[src/spb_pkg.sv]
// Purpose: Shared constants for the byte-wide serial peripheral block
// Assumes: 32-bit AXI4-Lite register bus, 250 MHz bus clock
// Notes:   Offsets are also used by the testbench; bit positions by the main module only
package spb_pkg;

   // Register byte offsets
   localparam logic [3:0] SPB_OFS_CTRL = 4'h0;   // control_reg
   localparam logic [3:0] SPB_OFS_STAT = 4'h4;   // status_control_reg
   localparam logic [3:0] SPB_OFS_DATA = 4'h8;   // data_register

   // control_reg field positions
   localparam int SPB_C_TXIE = 0;                // tx_irq_enable
   localparam int SPB_C_ON   = 1;                // module_on
   localparam int SPB_C_OD   = 2;                // open_drain_mode
   localparam int SPB_C_CPHA = 3;                // clock phase
   localparam int SPB_C_CPOL = 4;                // clock polarity
   localparam int SPB_C_MSTR = 5;                // master_select
   localparam int SPB_C_RXIE = 7;                // rx_irq_enable

   // status_control_reg field positions
   localparam int SPB_S_BAUD = 0;                // baud_select_lo, _hi above
   localparam int SPB_S_FDEN = 2;                // fault_detect_enable
   localparam int SPB_S_TXE  = 3;                // tx_empty_flag
   localparam int SPB_S_MODE_FAULT_FLAG = 4;                // mode_fault_flag
   localparam int SPB_S_OVR  = 5;                // overrun_flag
   localparam int SPB_S_ERIE = 6;                // error_irq_enable
   localparam int SPB_S_RXF  = 7;                // rx_full_flag

   // Reset values of the control bits that do not reset to zero
   localparam logic SPB_RST_MSTR = 1'b1;
   localparam logic SPB_RST_CPHA = 1'b1;

   // Serial clock half periods minus one, in bus clocks, per baud code
   localparam logic [4:0] SPB_HP_M1_0 = 5'h01;
   localparam logic [4:0] SPB_HP_M1_1 = 5'h03;
   localparam logic [4:0] SPB_HP_M1_2 = 5'h07;
   localparam logic [4:0] SPB_HP_M1_3 = 5'h0f;

   // Edge numbers within a byte (16 edges per byte)
   localparam logic [3:0] SPB_EDGE_BIT1 = 4'hc;  // 7th capture, CPHA 0
   localparam logic [3:0] SPB_EDGE_LAST = 4'hf;  // final edge of byte

   // AXI responses
   localparam logic [1:0] SPB_RESP_OKAY   = 2'h0;
   localparam logic [1:0] SPB_RESP_SLVERR = 2'h2;

   // Transfer engine states
   typedef enum logic {SPB_IDLE, SPB_XFER} spb_state_e;

endpackage : spb_pkg

[src/spb_sync.sv]
// Purpose: Two-flop synchroniser for pin inputs
// Assumes: Inputs are asynchronous to aclk
// Notes:   First stage is read by the second stage only
`timescale 1ns/1ps
module spb_sync #(
   parameter int W = 1
) (
   input  wire logic         aclk,
   input  wire logic         aresetn,
   input  wire logic [W-1:0] d,
   output logic      [W-1:0] q
);
   logic [W-1:0] meta_r;   // Metastability catcher

   // Two stages, both reset to zero
   always_ff @(posedge aclk) begin
      if (!aresetn) begin
         meta_r <= '0;
         q      <= '0;
      end else begin
         meta_r <= d;
         q      <= meta_r;
      end
   end
endmodule : spb_sync

[src/spb_core.sv]
// Purpose: Serial peripheral block: registers, byte engine, flags, pins
// Assumes: Link clock and selects are sampled by aclk through spb_sync
// Notes:   Slave clock must be well below a quarter of aclk
`timescale 1ns/1ps

// Overview of operation
// - Tx request needs empty, enable, module on
// - Rx request on full and enable
// - Error enable lets overrun, fault share request
// - Fault flag never sets without detect enable
// - Status then data read clears rx_full
// - Only data write clears tx_empty
// - Received byte transfer sets rx_full
// - Buffer to shifter move sets tx_empty
// - System reset restores every bit and flag
// - Module off: abort, clear shifter, release pins
// - Control bits and flags survive module off, except tx_empty, which is set
// - Master fault or software clears module_on
// - Wait mode: runs, no access, wakes
// - Stop halts engine, keeps registers
// - Break without clear enable protects flags
// - Break with clear enable: clears stick
// - Protected break: data write ignored
// - Open drain mode on driven lines
// - Slave drives MISO only when selected
// - Enabled block owns pin directions
// - Master clocks, eight cycles per byte
// - Unread byte at bit 1 sets overrun
// - Status then data read clears overrun
// - Fault on select level against mode
// - Status read, control write clears fault
module spb_core (
   input  wire logic        aclk,
   input  wire logic        aresetn,
   // AXI4-Lite slave
   input  wire logic [3:0]  awaddr,
   input  wire logic        awvalid,
   output logic             awready,
   input  wire logic [31:0] wdata,
   input  wire logic [3:0]  wstrb,
   input  wire logic        wvalid,
   output logic             wready,
   output logic [1:0]       bresp,
   output logic             bvalid,
   input  wire logic        bready,
   input  wire logic [3:0]  araddr,
   input  wire logic        arvalid,
   output logic             arready,
   output logic [31:0]      rdata,
   output logic [1:0]       rresp,
   output logic             rvalid,
   input  wire logic        rready,
   // Serial pins
   input  wire logic        sck_i,
   output logic             sck_o,
   output logic             sck_oe,
   input  wire logic        mosi_i,
   output logic             mosi_o,
   output logic             mosi_oe,
   input  wire logic        miso_i,
   output logic             miso_o,
   output logic             miso_oe,
   input  wire logic        ss_n_i,
   output logic             pins_owned,
   // System state
   input  wire logic        break_active,
   input  wire logic        break_clear_enable,
   input  wire logic        wait_mode,
   input  wire logic        stop_mode,
   // Requests
   output logic             tx_irq,
   output logic             rx_err_irq,
   output logic             wake_req
);
   import spb_pkg::*;

   // Synchronised pins
   logic [3:0] in_s;
   logic       sck_s, mosi_s, miso_s, ssn_s;
   logic       sck_d_r, ssn_d_r;        // Previous synced levels

   // Control and status bits
   logic       rx_ie_r, mstr_r, cpol_r, cpha_r, od_r, on_r, tx_ie_r;
   logic       err_ie_r, fden_r;
   logic [1:0] baud_r;
   logic       rxf_r, ovr_r, mode_fault_flag_r, txe_r;
   logic       arm_rx_r, arm_ovr_r, arm_mf_r;   // First clear step seen

   // Data path
   logic [7:0] txbuf_r, rxbuf_r, shreg_r;
   logic       out_bit_r;               // Bit on the data line
   spb_state_e state_r;
   logic [3:0] edge_cnt_r;              // Edge counter, 16 edges/byte
   logic [4:0] div_r;                   // Master half period divider
   logic [4:0] hp_m1;

   // Bus holding registers
   logic        aw_have_r, w_have_r;
   logic [3:0]  awaddr_r;
   logic [7:0]  wbyte_r;
   logic        wlane_r;

   // Decoded events
   logic frozen, xfer, tick, edge_ev, sample_ev, shift_ev, last_ev;
   logic strobe1, start, load_ev, abort, din, rx_take;
   logic mf_master, mf_slave, mf_cond;
   logic wr_go, rd_go, wr_ok, rd_ok;
   logic wr_ctrl, wr_stat, wr_data, rd_stat, rd_data;
   logic [7:0] sh_nxt, rx_word, ctrl_rd, stat_rd, rd_byte;

   spb_sync #(.W(4)) u_sync (
      .aclk    (aclk),
      .aresetn (aresetn),
      .d       ({sck_i, mosi_i, miso_i, ss_n_i}),
      .q       (in_s)
   );
   assign {sck_s, mosi_s, miso_s, ssn_s} = in_s;

   // Edge history from the second stage only
   always_ff @(posedge aclk) begin
      if (!aresetn) begin
         sck_d_r <= 1'b0;
         ssn_d_r <= 1'b1;
      end else begin
         sck_d_r <= sck_s;
         ssn_d_r <= ssn_s;
      end
   end

   // Baud code to half period
   always_comb begin
      case (baud_r)
         2'h0:    hp_m1 = SPB_HP_M1_0;
         2'h1:    hp_m1 = SPB_HP_M1_1;
         2'h2:    hp_m1 = SPB_HP_M1_2;
         default: hp_m1 = SPB_HP_M1_3;
      endcase
   end

   // Engine event decode
   always_comb begin
      frozen = break_active & ~break_clear_enable;
      xfer   = (state_r == SPB_XFER);
      tick   = xfer & mstr_r & (div_r == 5'h00) & ~stop_mode;
      edge_ev = mstr_r ? tick
                       : xfer & ~ssn_s & (sck_s ^ sck_d_r) & ~stop_mode;
      sample_ev = edge_ev & (edge_cnt_r[0] == cpha_r);
      shift_ev  = edge_ev & ~sample_ev;
      last_ev   = edge_ev & (edge_cnt_r == SPB_EDGE_LAST);
      strobe1   = sample_ev & (edge_cnt_r == (SPB_EDGE_BIT1 | {3'h0, cpha_r}));
      din       = mstr_r ? miso_s : mosi_s;
      sh_nxt    = {shreg_r[6:0], din};
      rx_word   = cpha_r ? sh_nxt : shreg_r;
      // Slave with CPHA 0 needs a fresh select fall per byte
      start = ~xfer & on_r & ~stop_mode &
              (mstr_r ? ~txe_r : ~ssn_s & (cpha_r | ssn_d_r));
      load_ev = start & ~txe_r;
      mf_master = on_r & mstr_r & fden_r & ~ssn_s;
      mf_slave  = on_r & ~mstr_r & fden_r & ssn_s & xfer &
                  (~cpha_r | (edge_cnt_r != 4'h0));
      mf_cond   = mf_master | mf_slave;
      // Slave ignores clocks once deselected
      abort   = ~on_r | mf_master | (~mstr_r & ssn_s);
      rx_take = last_ev & ~ovr_r;
   end

   // Off or fault aborts, counter cleared
   always_ff @(posedge aclk) begin
      if (!aresetn) begin
         state_r    <= SPB_IDLE;
         edge_cnt_r <= 4'h0;
      end else if (abort) begin
         state_r    <= SPB_IDLE;
         edge_cnt_r <= 4'h0;
      end else begin
         case (state_r)
            SPB_IDLE: begin
               edge_cnt_r <= 4'h0;
               if (start) begin
                  state_r <= SPB_XFER;
               end
            end
            SPB_XFER: begin
               if (edge_ev) begin
                  edge_cnt_r <= edge_cnt_r + 4'h1;
                  if (last_ev) begin
                     state_r <= SPB_IDLE;
                  end
               end
            end
            default: begin
               state_r <= SPB_IDLE;
            end
         endcase
      end
   end

   // Master half period divider
   always_ff @(posedge aclk) begin
      if (!aresetn) begin
         div_r <= 5'h00;
      end else if (stop_mode) begin
         div_r <= div_r;
      end else if (!xfer || tick) begin
         div_r <= hp_m1;
      end else begin
         div_r <= div_r - 5'h01;
      end
   end

   // Shift register and outgoing bit
   always_ff @(posedge aclk) begin
      if (!aresetn) begin
         shreg_r   <= 8'h00;
         out_bit_r <= 1'b0;
      end else if (!on_r) begin
         shreg_r   <= 8'h00;
         out_bit_r <= 1'b0;
      end else if (load_ev) begin
         shreg_r   <= txbuf_r;
         out_bit_r <= txbuf_r[7];
      end else if (start) begin
         // Nothing queued: shifter content, the last received byte, goes out
         out_bit_r <= shreg_r[7];
      end else if (sample_ev) begin
         shreg_r   <= sh_nxt;
      end else if (shift_ev) begin
         out_bit_r <= shreg_r[7];
      end
   end

   // Bus access decode; wait mode blocks the register file
   always_comb begin
      wr_go   = aw_have_r & w_have_r & ~bvalid;
      rd_go   = arvalid & arready;
      wr_ok   = wr_go & ~wait_mode & wlane_r;
      rd_ok   = rd_go & ~wait_mode;
      wr_ctrl = wr_ok & (awaddr_r == SPB_OFS_CTRL);
      wr_stat = wr_ok & (awaddr_r == SPB_OFS_STAT);
      wr_data = wr_ok & (awaddr_r == SPB_OFS_DATA) & ~frozen & on_r;
      rd_stat = rd_ok & (araddr == SPB_OFS_STAT) & ~frozen;
      rd_data = rd_ok & (araddr == SPB_OFS_DATA) & ~frozen;
   end

   // Control bits; untouched by module off
   always_ff @(posedge aclk) begin
      if (!aresetn) begin
         rx_ie_r  <= 1'b0;
         mstr_r   <= SPB_RST_MSTR;
         cpol_r   <= 1'b0;
         cpha_r   <= SPB_RST_CPHA;
         od_r     <= 1'b0;
         on_r     <= 1'b0;
         tx_ie_r  <= 1'b0;
         err_ie_r <= 1'b0;
         fden_r   <= 1'b0;
         baud_r   <= 2'h0;
      end else begin
         // Only reset, software or a master fault (module_on) changes these
         if (wr_ctrl) begin
            rx_ie_r <= wbyte_r[SPB_C_RXIE];
            mstr_r  <= wbyte_r[SPB_C_MSTR];
            cpol_r  <= wbyte_r[SPB_C_CPOL];
            cpha_r  <= wbyte_r[SPB_C_CPHA];
            od_r    <= wbyte_r[SPB_C_OD];
            on_r    <= wbyte_r[SPB_C_ON];
            tx_ie_r <= wbyte_r[SPB_C_TXIE];
         end
         // Master fault disables, wins over write
         if (mf_master) begin
            on_r <= 1'b0;
         end
         if (wr_stat) begin
            err_ie_r <= wbyte_r[SPB_S_ERIE];
            fden_r   <= wbyte_r[SPB_S_FDEN];
            baud_r   <= wbyte_r[SPB_S_BAUD +: 2];
         end
      end
   end

   // Transmit buffer and received byte
   always_ff @(posedge aclk) begin
      if (!aresetn) begin
         txbuf_r <= 8'h00;
         rxbuf_r <= 8'h00;
      end else begin
         if (wr_data) begin
            txbuf_r <= wbyte_r;
         end
         if (rx_take) begin
            rxbuf_r <= rx_word;
         end
      end
   end

   // First clear step; held across break, so it completes later
   always_ff @(posedge aclk) begin
      if (!aresetn) begin
         arm_rx_r  <= 1'b0;
         arm_ovr_r <= 1'b0;
         arm_mf_r  <= 1'b0;
      end else begin
         if (rd_stat) begin
            arm_rx_r  <= rxf_r;
            arm_ovr_r <= ovr_r;
            arm_mf_r  <= mode_fault_flag_r;
         end else begin
            if (rd_data) begin
               arm_rx_r  <= 1'b0;
               arm_ovr_r <= 1'b0;
            end
            if (wr_ctrl && !frozen) begin
               arm_mf_r <= 1'b0;
            end
         end
      end
   end

   // Status flags; a set in the clearing cycle wins
   always_ff @(posedge aclk) begin
      if (!aresetn) begin
         rxf_r  <= 1'b0;
         ovr_r  <= 1'b0;
         mode_fault_flag_r <= 1'b0;
         txe_r  <= 1'b1;
      end else begin
         // Cleared by status then data read
         rxf_r  <= rx_take | (rxf_r & ~(rd_data & arm_rx_r));
         // Cleared by status then data read
         ovr_r  <= (strobe1 & rxf_r) | (ovr_r & ~(rd_data & arm_ovr_r));
         // Clears only with no fault present
         mode_fault_flag_r <= mf_cond |
                   (mode_fault_flag_r & ~(wr_ctrl & arm_mf_r & ~frozen & ~mf_cond));
         // Set on shifter load; held set while off
         // Only a data write clears it
         txe_r  <= load_ev | ~on_r | (txe_r & ~wr_data);
      end
   end

   // Interrupt requests and wake request
   always_ff @(posedge aclk) begin
      if (!aresetn) begin
         tx_irq     <= 1'b0;
         rx_err_irq <= 1'b0;
         wake_req   <= 1'b0;
      end else begin
         tx_irq     <= txe_r & tx_ie_r & on_r;
         rx_err_irq <= (rxf_r & rx_ie_r) | (err_ie_r & (ovr_r | mode_fault_flag_r));
         wake_req   <= wait_mode & ((txe_r & tx_ie_r & on_r) |
                       (rxf_r & rx_ie_r) | (err_ie_r & (ovr_r | mode_fault_flag_r)));
      end
   end

   // Pin drivers; off hands pins to the port
   always_ff @(posedge aclk) begin
      if (!aresetn) begin
         sck_o      <= 1'b0;
         sck_oe     <= 1'b0;
         mosi_o     <= 1'b0;
         mosi_oe    <= 1'b0;
         miso_o     <= 1'b0;
         miso_oe    <= 1'b0;
         pins_owned <= 1'b0;
      end else begin
         pins_owned <= on_r;
         sck_o   <= ~od_r & (cpol_r ^ (xfer & edge_cnt_r[0]));
         mosi_o  <= ~od_r & out_bit_r;
         miso_o  <= ~od_r & out_bit_r;
         sck_oe  <= on_r & mstr_r & (~od_r | ~(cpol_r ^ (xfer & edge_cnt_r[0])));
         mosi_oe <= on_r & mstr_r & (~od_r | ~out_bit_r);
         miso_oe <= on_r & ~mstr_r & ~ssn_s & (~od_r | ~out_bit_r);
      end
   end

   // Register read mux
   always_comb begin
      ctrl_rd = 8'h00;
      ctrl_rd[SPB_C_RXIE] = rx_ie_r;
      ctrl_rd[SPB_C_MSTR] = mstr_r;
      ctrl_rd[SPB_C_CPOL] = cpol_r;
      ctrl_rd[SPB_C_CPHA] = cpha_r;
      ctrl_rd[SPB_C_OD]   = od_r;
      ctrl_rd[SPB_C_ON]   = on_r;
      ctrl_rd[SPB_C_TXIE] = tx_ie_r;
      stat_rd = 8'h00;
      stat_rd[SPB_S_RXF]  = rxf_r;
      stat_rd[SPB_S_ERIE] = err_ie_r;
      stat_rd[SPB_S_OVR]  = ovr_r;
      stat_rd[SPB_S_MODE_FAULT_FLAG] = mode_fault_flag_r;
      stat_rd[SPB_S_TXE]  = txe_r;
      stat_rd[SPB_S_FDEN] = fden_r;
      stat_rd[SPB_S_BAUD +: 2] = baud_r;
      case (araddr)
         SPB_OFS_CTRL: rd_byte = ctrl_rd;
         SPB_OFS_STAT: rd_byte = stat_rd;
         SPB_OFS_DATA: rd_byte = rxbuf_r;
         default:      rd_byte = 8'h00;
      endcase
   end

   // Write address and data capture, either order
   always_ff @(posedge aclk) begin
      if (!aresetn) begin
         aw_have_r <= 1'b0;
         w_have_r  <= 1'b0;
         awaddr_r  <= 4'h0;
         wbyte_r   <= 8'h00;
         wlane_r   <= 1'b0;
         awready   <= 1'b0;
         wready    <= 1'b0;
      end else if (bvalid && bready) begin
         aw_have_r <= 1'b0;
         w_have_r  <= 1'b0;
         awready   <= 1'b1;
         wready    <= 1'b1;
      end else begin
         if (awvalid && awready) begin
            aw_have_r <= 1'b1;
            awaddr_r  <= awaddr;
            awready   <= 1'b0;
         end else if (!aw_have_r && !bvalid) begin
            awready <= 1'b1;
         end
         if (wvalid && wready) begin
            w_have_r <= 1'b1;
            wbyte_r  <= wdata[7:0];
            wlane_r  <= wstrb[0];
            wready   <= 1'b0;
         end else if (!w_have_r && !bvalid) begin
            wready <= 1'b1;
         end
      end
   end

   // Write response; unmapped or wait mode answers SLVERR
   always_ff @(posedge aclk) begin
      if (!aresetn) begin
         bvalid <= 1'b0;
         bresp  <= SPB_RESP_OKAY;
      end else if (wr_go) begin
         bvalid <= 1'b1;
         bresp  <= (wait_mode || awaddr_r > SPB_OFS_DATA || awaddr_r[1:0] != 2'h0)
                   ? SPB_RESP_SLVERR : SPB_RESP_OKAY;
      end else if (bready) begin
         bvalid <= 1'b0;
      end
   end

   // Read channel; one outstanding read
   always_ff @(posedge aclk) begin
      if (!aresetn) begin
         arready <= 1'b0;
         rvalid  <= 1'b0;
         rdata   <= 32'h0000_0000;
         rresp   <= SPB_RESP_OKAY;
      end else if (rd_go) begin
         arready <= 1'b0;
         rvalid  <= 1'b1;
         rdata   <= {24'h00_0000, wait_mode ? 8'h00 : rd_byte};
         rresp   <= (wait_mode || araddr > SPB_OFS_DATA || araddr[1:0] != 2'h0)
                    ? SPB_RESP_SLVERR : SPB_RESP_OKAY;
      end else if (rvalid && rready) begin
         rvalid  <= 1'b0;
         arready <= 1'b1;
      end else if (!rvalid) begin
         arready <= 1'b1;
      end
   end

endmodule : spb_core

[config.mk]
export PLATFORM = sky130hd
export DESIGN_NAME = spb_core
export DESIGN_NICKNAME = d
export VERILOG_FILES = /design/src/spb_pkg.sv /design/src/spb_sync.sv /design/src/spb_core.sv
export SDC_FILE = /design/constraint.sdc
export NUM_CORES = 1
export LEC_CHECK = 0
export BUFFER_PORTS_ARGS = -buffer_cell sky130_fd_sc_hd__clkbuf_2
export CAP_MARGIN = 5
export CORE_MARGIN = 4
export CORE_UTILIZATION = 57
export CTS_CLUSTER_SIZE = 16
export DETAILED_ROUTE_END_ITERATION = 8
export PLACE_DENSITY = 0.84
export SLEW_MARGIN = 20
export SYNTH_ARGS = -nofsm -noshare
export SYNTH_HDL_FRONTEND = slang
export SYNTH_HIERARCHICAL = 1
export SYNTH_SLANG_ARGS = --single-unit
[constraint.sdc]
create_clock -name aclk -period 4.18 [get_ports aclk]
set_clock_uncertainty 0.05 [all_clocks]
set_input_delay 0.627 -clock aclk [delete_from_list [all_inputs] [get_ports aclk]]
set_output_delay 0.627 -clock aclk [all_outputs]
set_load 0.01 [all_outputs]
Yosys cells after proc, flatten, opt, wreduce, memory -nomap -nowiden
Index checks and enable logic that the tools add are counted.

word-level totals
  bits in registers = 104
  bits of input ports = 59
  output and inout port bits = 51
  word-level logic and storage cells = 252

cells by class
  add/sub/neg operators = 2
  $lt $le $gt $ge = 2
  equal/unequal tests = 13
  multiplexer cells = 40
  bitwise gates (word level) = 104
  reductions and logical operators = 41

operators with widths
  operator                                              count
  AND 1 bit                                             63
  two-way mux 8 bit                                     5
  two-way mux 1 bit                                     27
  case mux 8 bit (3 select lines)                       1
  inverter 1 bit                                        23
  bitwise OR 1 bit                                      16
  nonzero test 2 bit                                    7
  equality test 4 bit, second input constant            3
  case mux 4 bit (3 select lines)                       1
  AND reduction 2 bit                                   5
  nonzero test 3 bit                                    3
  equality test 4 x 3 -> 1 bit, second input constant   2
  greater-than comparator 4 bit, second input constant  2
  zero test 4 bit                                       2
  case mux 4 bit (2 select lines)                       1
  OR reduction 2 bit                                    4
  logical AND 1 bit                                     7
  != test 2 x 1 -> 1 bit, second input constant         3
  zero test 1 bit                                       5
  zero test 5 bit                                       1
  logical OR 1 bit                                      5
  two-way mux 5 bit                                     1
  subtractor 5 x 1 -> 5 bit, second input constant      1
  adder 4 x 1 -> 4 bit, second input constant           1
  11 further kinds                                      13

Logic depth before layout (Yosys ltp)
  word-level depth = 12
  depth in mapped cells = 8
  mapped depth without buffers = 6

Cells and area by module
The synthesis kept the hierarchy.

modules (own cells, without submodules)
  module    instances  cells an instance  area an instance (um^2)  sequential area each (um^2)
  spb_core  1          493                4321.6                   1881.8
  spb_sync  1          16                 210.2                    160.2

Worst setup path before layout
No wires, ideal clock.

  path type = input -> register
  from = input port stop_mode
  to = register shreg_r[0]
  library setup time = 0.132 ns
  arrival = 1.817 ns
  data required time = 3.998 ns
  setup slack = 2.181 ns
  stages = 6
  buffers on the path = 2
  path through = buf_2 > or3b_1 > a211o_1 > buf_2 > o211ai_1 > a21oi_1

on the way
  cells in the longest elaborated chain, start to end = 6
  elaborated cells between the ends (all ways) = 12
  those cells by class = eq/ne: 1; mux: 2; bitwise: 7; reduce/logical: 2

ends and longest elaborated chain
  element                                                                 line                                               source
  start: declaration                                                      spb_core.sv:69                                     input wire logic stop_mode,
  inverter 1 bit *                                                        spb_core.sv:144, spb_core.sv:146, spb_core.sv:155
  AND 1 bit (on tied branches)                                            spb_core.sv:155, spb_core.sv:144, spb_core.sv:146
  AND 1 bit or two-way mux 1 bit (tied branches)                          spb_core.sv:155, spb_core.sv:145
  AND 1 bit (on tied branches)                                            spb_core.sv:157, spb_core.sv:147
  != test 2 x 1 -> 1 bit (no line) or nonzero test 2 bit (tied branches)  -
  AND reduction 2 bit (no line)                                           -
  end signal: assignment                                                  spb_core.sv:220                                    shreg_r <= txbuf_r;
  end signal: assignment                                                  spb_core.sv:226                                    shreg_r <= sh_nxt;
  end: declaration                                                        spb_core.sv:90                                     logic [7:0] txbuf_r, rxbuf_r, shreg_r;

Mark *: on every way between the ends. The rest lies on a longest branch, timed or not.
A chain may end at the register's enable or synchronous reset.

Worst setup path in the final report
  from = register div_r[0]
  to = register rxf_r

on the way
  cells in the longest elaborated chain, start to end = 7

ends and longest elaborated chain
  element                   line             source
  start: declaration        spb_core.sv:94   logic [4:0] div_r;
  start signal: assignment  spb_core.sv:203  div_r <= div_r;
  start signal: assignment  spb_core.sv:205  div_r <= hp_m1;
  start signal: assignment  spb_core.sv:207  div_r <= div_r - 5'h01;
  zero test 5 bit           spb_core.sv:144  tick = xfer & mstr_r & (div_r == 5'h00) & ~stop_mode;
  AND 1 bit (2 in a row)    spb_core.sv:144
  two-way mux 1 bit         spb_core.sv:145  edge_ev = mstr_r ? tick
  AND 1 bit                 spb_core.sv:149  last_ev = edge_ev & (edge_cnt_r == SPB_EDGE_LAST);
  AND 1 bit                 spb_core.sv:164  rx_take = last_ev & ~ovr_r;
  bitwise OR 1 bit          spb_core.sv:328  rxf_r <= rx_take | (rxf_r & ~(rd_data & arm_rx_r));
  end signal: assignment    spb_core.sv:328
  end: declaration          spb_core.sv:86   logic rxf_r, ovr_r, mode_fault_flag_r, txe_r;

No other way between the ends.

==> results.txt <==
Status: finished clean
Clock sinks: 102
Most common cell in the netlist: dfxtp_1
Yosys top cell area share: 45.1%
Combinational share of power: 6.0%
Total CTS buffers: 9
CP Cell Sequence: inv_1 -> ha_1 -> and4b_1 -> a22oi_2 -> nor2_1 -> o21a_1
Worst Tran Pin Value: 891 ps
Initial antenna violation count: 0
Max Cap Violations: 0
Mapped Cells: 509
CP Class: reg2reg
CP endpoint kind: register
Register area: 0.00204 mm^2
P&R area growth vs syn: 8.56%
Routed len/inst: 15.5 um
Routing usage on met3: 4.45%
Grt ovf: 0
Gr usage total: 21.3%
Top Family by Delay on Critical Path: compound AO/OA/AOI/OAI gates
Chip height: 97.2 um
CP Launch Type: register
Ant diodes: 0
Postcts setup bufs: 0
Worst vdd ir: 0.249 mV
Critical-path top delay cell: a22oi_2
Die ar.: 0.00944 mm^2
Pre-CTS WS: 1690 ps
Worst relative slew slack: 40.1%
Number of port buffers: 56
Starting Density: 58.6%
Post_cts resized: 0
Layout cells sized above 1: 14.8%
Fin crit share: 54.2%
M2 GR Usage: 33.7%
Yosys warns: 6
Top Usage Layer GRT: met2
Pwr Density: 350 mW/mm^2
Final Setup Violations: 0
CTS Hold Bufs: 0
Arrival time at the worst endpoint: 2480 ps
Seq cells post-synth: 102
Synthesized area per cell: 8.90 um^2
Largest net degree at the start of global routing: 45
Seq/Total Area, Yosys: 45.1%
Synth area leaders: dfxtp_1 45%, mux2i_1 6.0%, a21oi_1 5.7%
Sw Pwr: 0.407 mW
Async S/R FF share, synth: 0%
Fillers: 641
Setup_tns: 0 ps
Cell Area, Synth: 0.00453 mm^2
Vias in the first global route: 3458
Required @ worst endpoint: 4390 ps
Drt first pass iters: 5
Power Internal: 1.32 mW
# nets final: 612
Vias per cell: 5.79
Yosys top cell by area: dfxtp_1
CP Buf/Inv Count: 1
Worst-Skew Late Latency: 360 ps
DP HPWL: 7370 um
Type of the worst min-delay path: reg2reg
Clock root buffer: clkbuf_8
Leak: 1.93 nW
Post-DRT Antenna Nets: 0
Final Routed Wirelength: 10100 um
1st-iter DRT viols: 323
Post-synth EDFFs: 0
DR vias: 3795
Power share of the clock group: 35.7%
Site Rows: 32
Main synth FF type: dfxtp_1
Achievable Freq: 441 MHz
Setup WS post-layout: 1910 ps
Met1 GRT Util: 28.2%
Post-synth cell types: 58
I/O pin cnt: 110
Post-layout min period: 2270 ps
Synth top cells by count: 102 x dfxtp_1, 62 x nand2_1, 52 x a21oi_1, 32 x o21ai_0, 28 x buf_4
Flop pwr share: 58.3%
Max Transition Viols Final: 0
CTS tree: yes
Sw Share: 23.6%
Global-route wire length before repair: 16600 um
Fin. Hold Viols: 0
Max clock buf depth: 2
Area of the multi-input gates: 0.00222 mm^2
RSZ-0062 raised after global routing: false
Die Wd: 97.2 um
Max Fanout on Critical Path: 17
Critical path's largest stage delay: 670 ps
GPL Wtd Cong: 0.911
DRC: 0
Core area: 0.00773 mm^2
Worst-path clk slew: 90 ps
H-tree depth: 3
## per-stage QoR
stage	hold slack, ps	utilization [%]	area, um^2	cells	power [mW]
after CTS	392	63.7	4920	655	1.73
after global placement	362	61.1	4720	640	1.13
after detailed placement	369	61.1	4720	640	1.13
after floorplan	356	-	4630	534	1.11
after global routing	397	63.7	4920	655	1.79
final	388	63.7	4920	655	1.72
## metal layers
layer	routed length, um	vias up
met5	0	-
met4	212	0
met3	745	20
met2	4820	151
met1	4370	1775
li1	-	1849
## final cells by class
| type | count | share of cell area [%] |
|---|---|---|
| Timing Repair Buffer | 57 | 5.85 |
| Tap cell | 102 | 2.59 |
| Clock buffer | 10 | 2.80 |
| Clock inverter | 5 | 1.22 |
| Inverter | 12 | 0.916 |
| Multi-Input combinational cell | 367 | 45.1 |
| Sequential cell | 102 | 41.5 |
## final timing paths
check                                 startpoint          end  slack [ps]  cells after the start
worst max-delay path                    div_r[0]        rxf_r        1910                      6
worst min-delay path            u_sync/meta_r[0]  u_sync/q[0]         390                      1
worst max register to register          div_r[0]        rxf_r        1910                      6
worst min register to register  u_sync/meta_r[0]  u_sync/q[0]         390                      1
## placed cells by master (no fill, tap or decap), types with 11 or more instances in the layout
master and n:
dfxtp_1 102, nand2_1 62, clkbuf_2 56, a21oi_1 52, o21ai_0 32, mux2i_1 27
conb_1 26, nor2_1 20, nand3_1 20, inv_1 11
## power by group through the flow
stage | sequential (mW) | clock [mW] | combinational, mW
3_5_place_dp | 1.03 | 0 | 0.103
3_3_place_gp | 1.03 | 0 | 0.0997
2_1_floorplan | 1.03 | 0 | 0.0872
6_report | 1.01 | 0.615 | 0.104
4_1_cts | 1.00 | 0.626 | 0.104
5_1_grt | 1.01 | 0.669 | 0.117
## logic make-up after synthesis
| family | Yosys count | share of synthesized area [%] |
|---|---|---|
| compound gates | 148 | 21.0 |
| xor+xnor | 6 | 1.16 |
| other cells | 1 | 0.0827 |
| simple gates | 154 | 17.1 |
| buf+inv | 65 | 8.03 |
| mux | 29 | 6.46 |
| flops | 102 | 45.1 |
| fa+ha+maj | 4 | 1.10 |
## registers in the layout, summed over array words and instances (netlist names), 2 cells and up
signal         cells
u_sync/q           4
baud_r             2
awaddr_r           4
div_r              5
rxbuf_r            8
u_sync/meta_r      4
txbuf_r            8
edge_cnt_r         4
wbyte_r            8
shreg_r            8
rdata              8
Power figures use the tool's default switching activity.
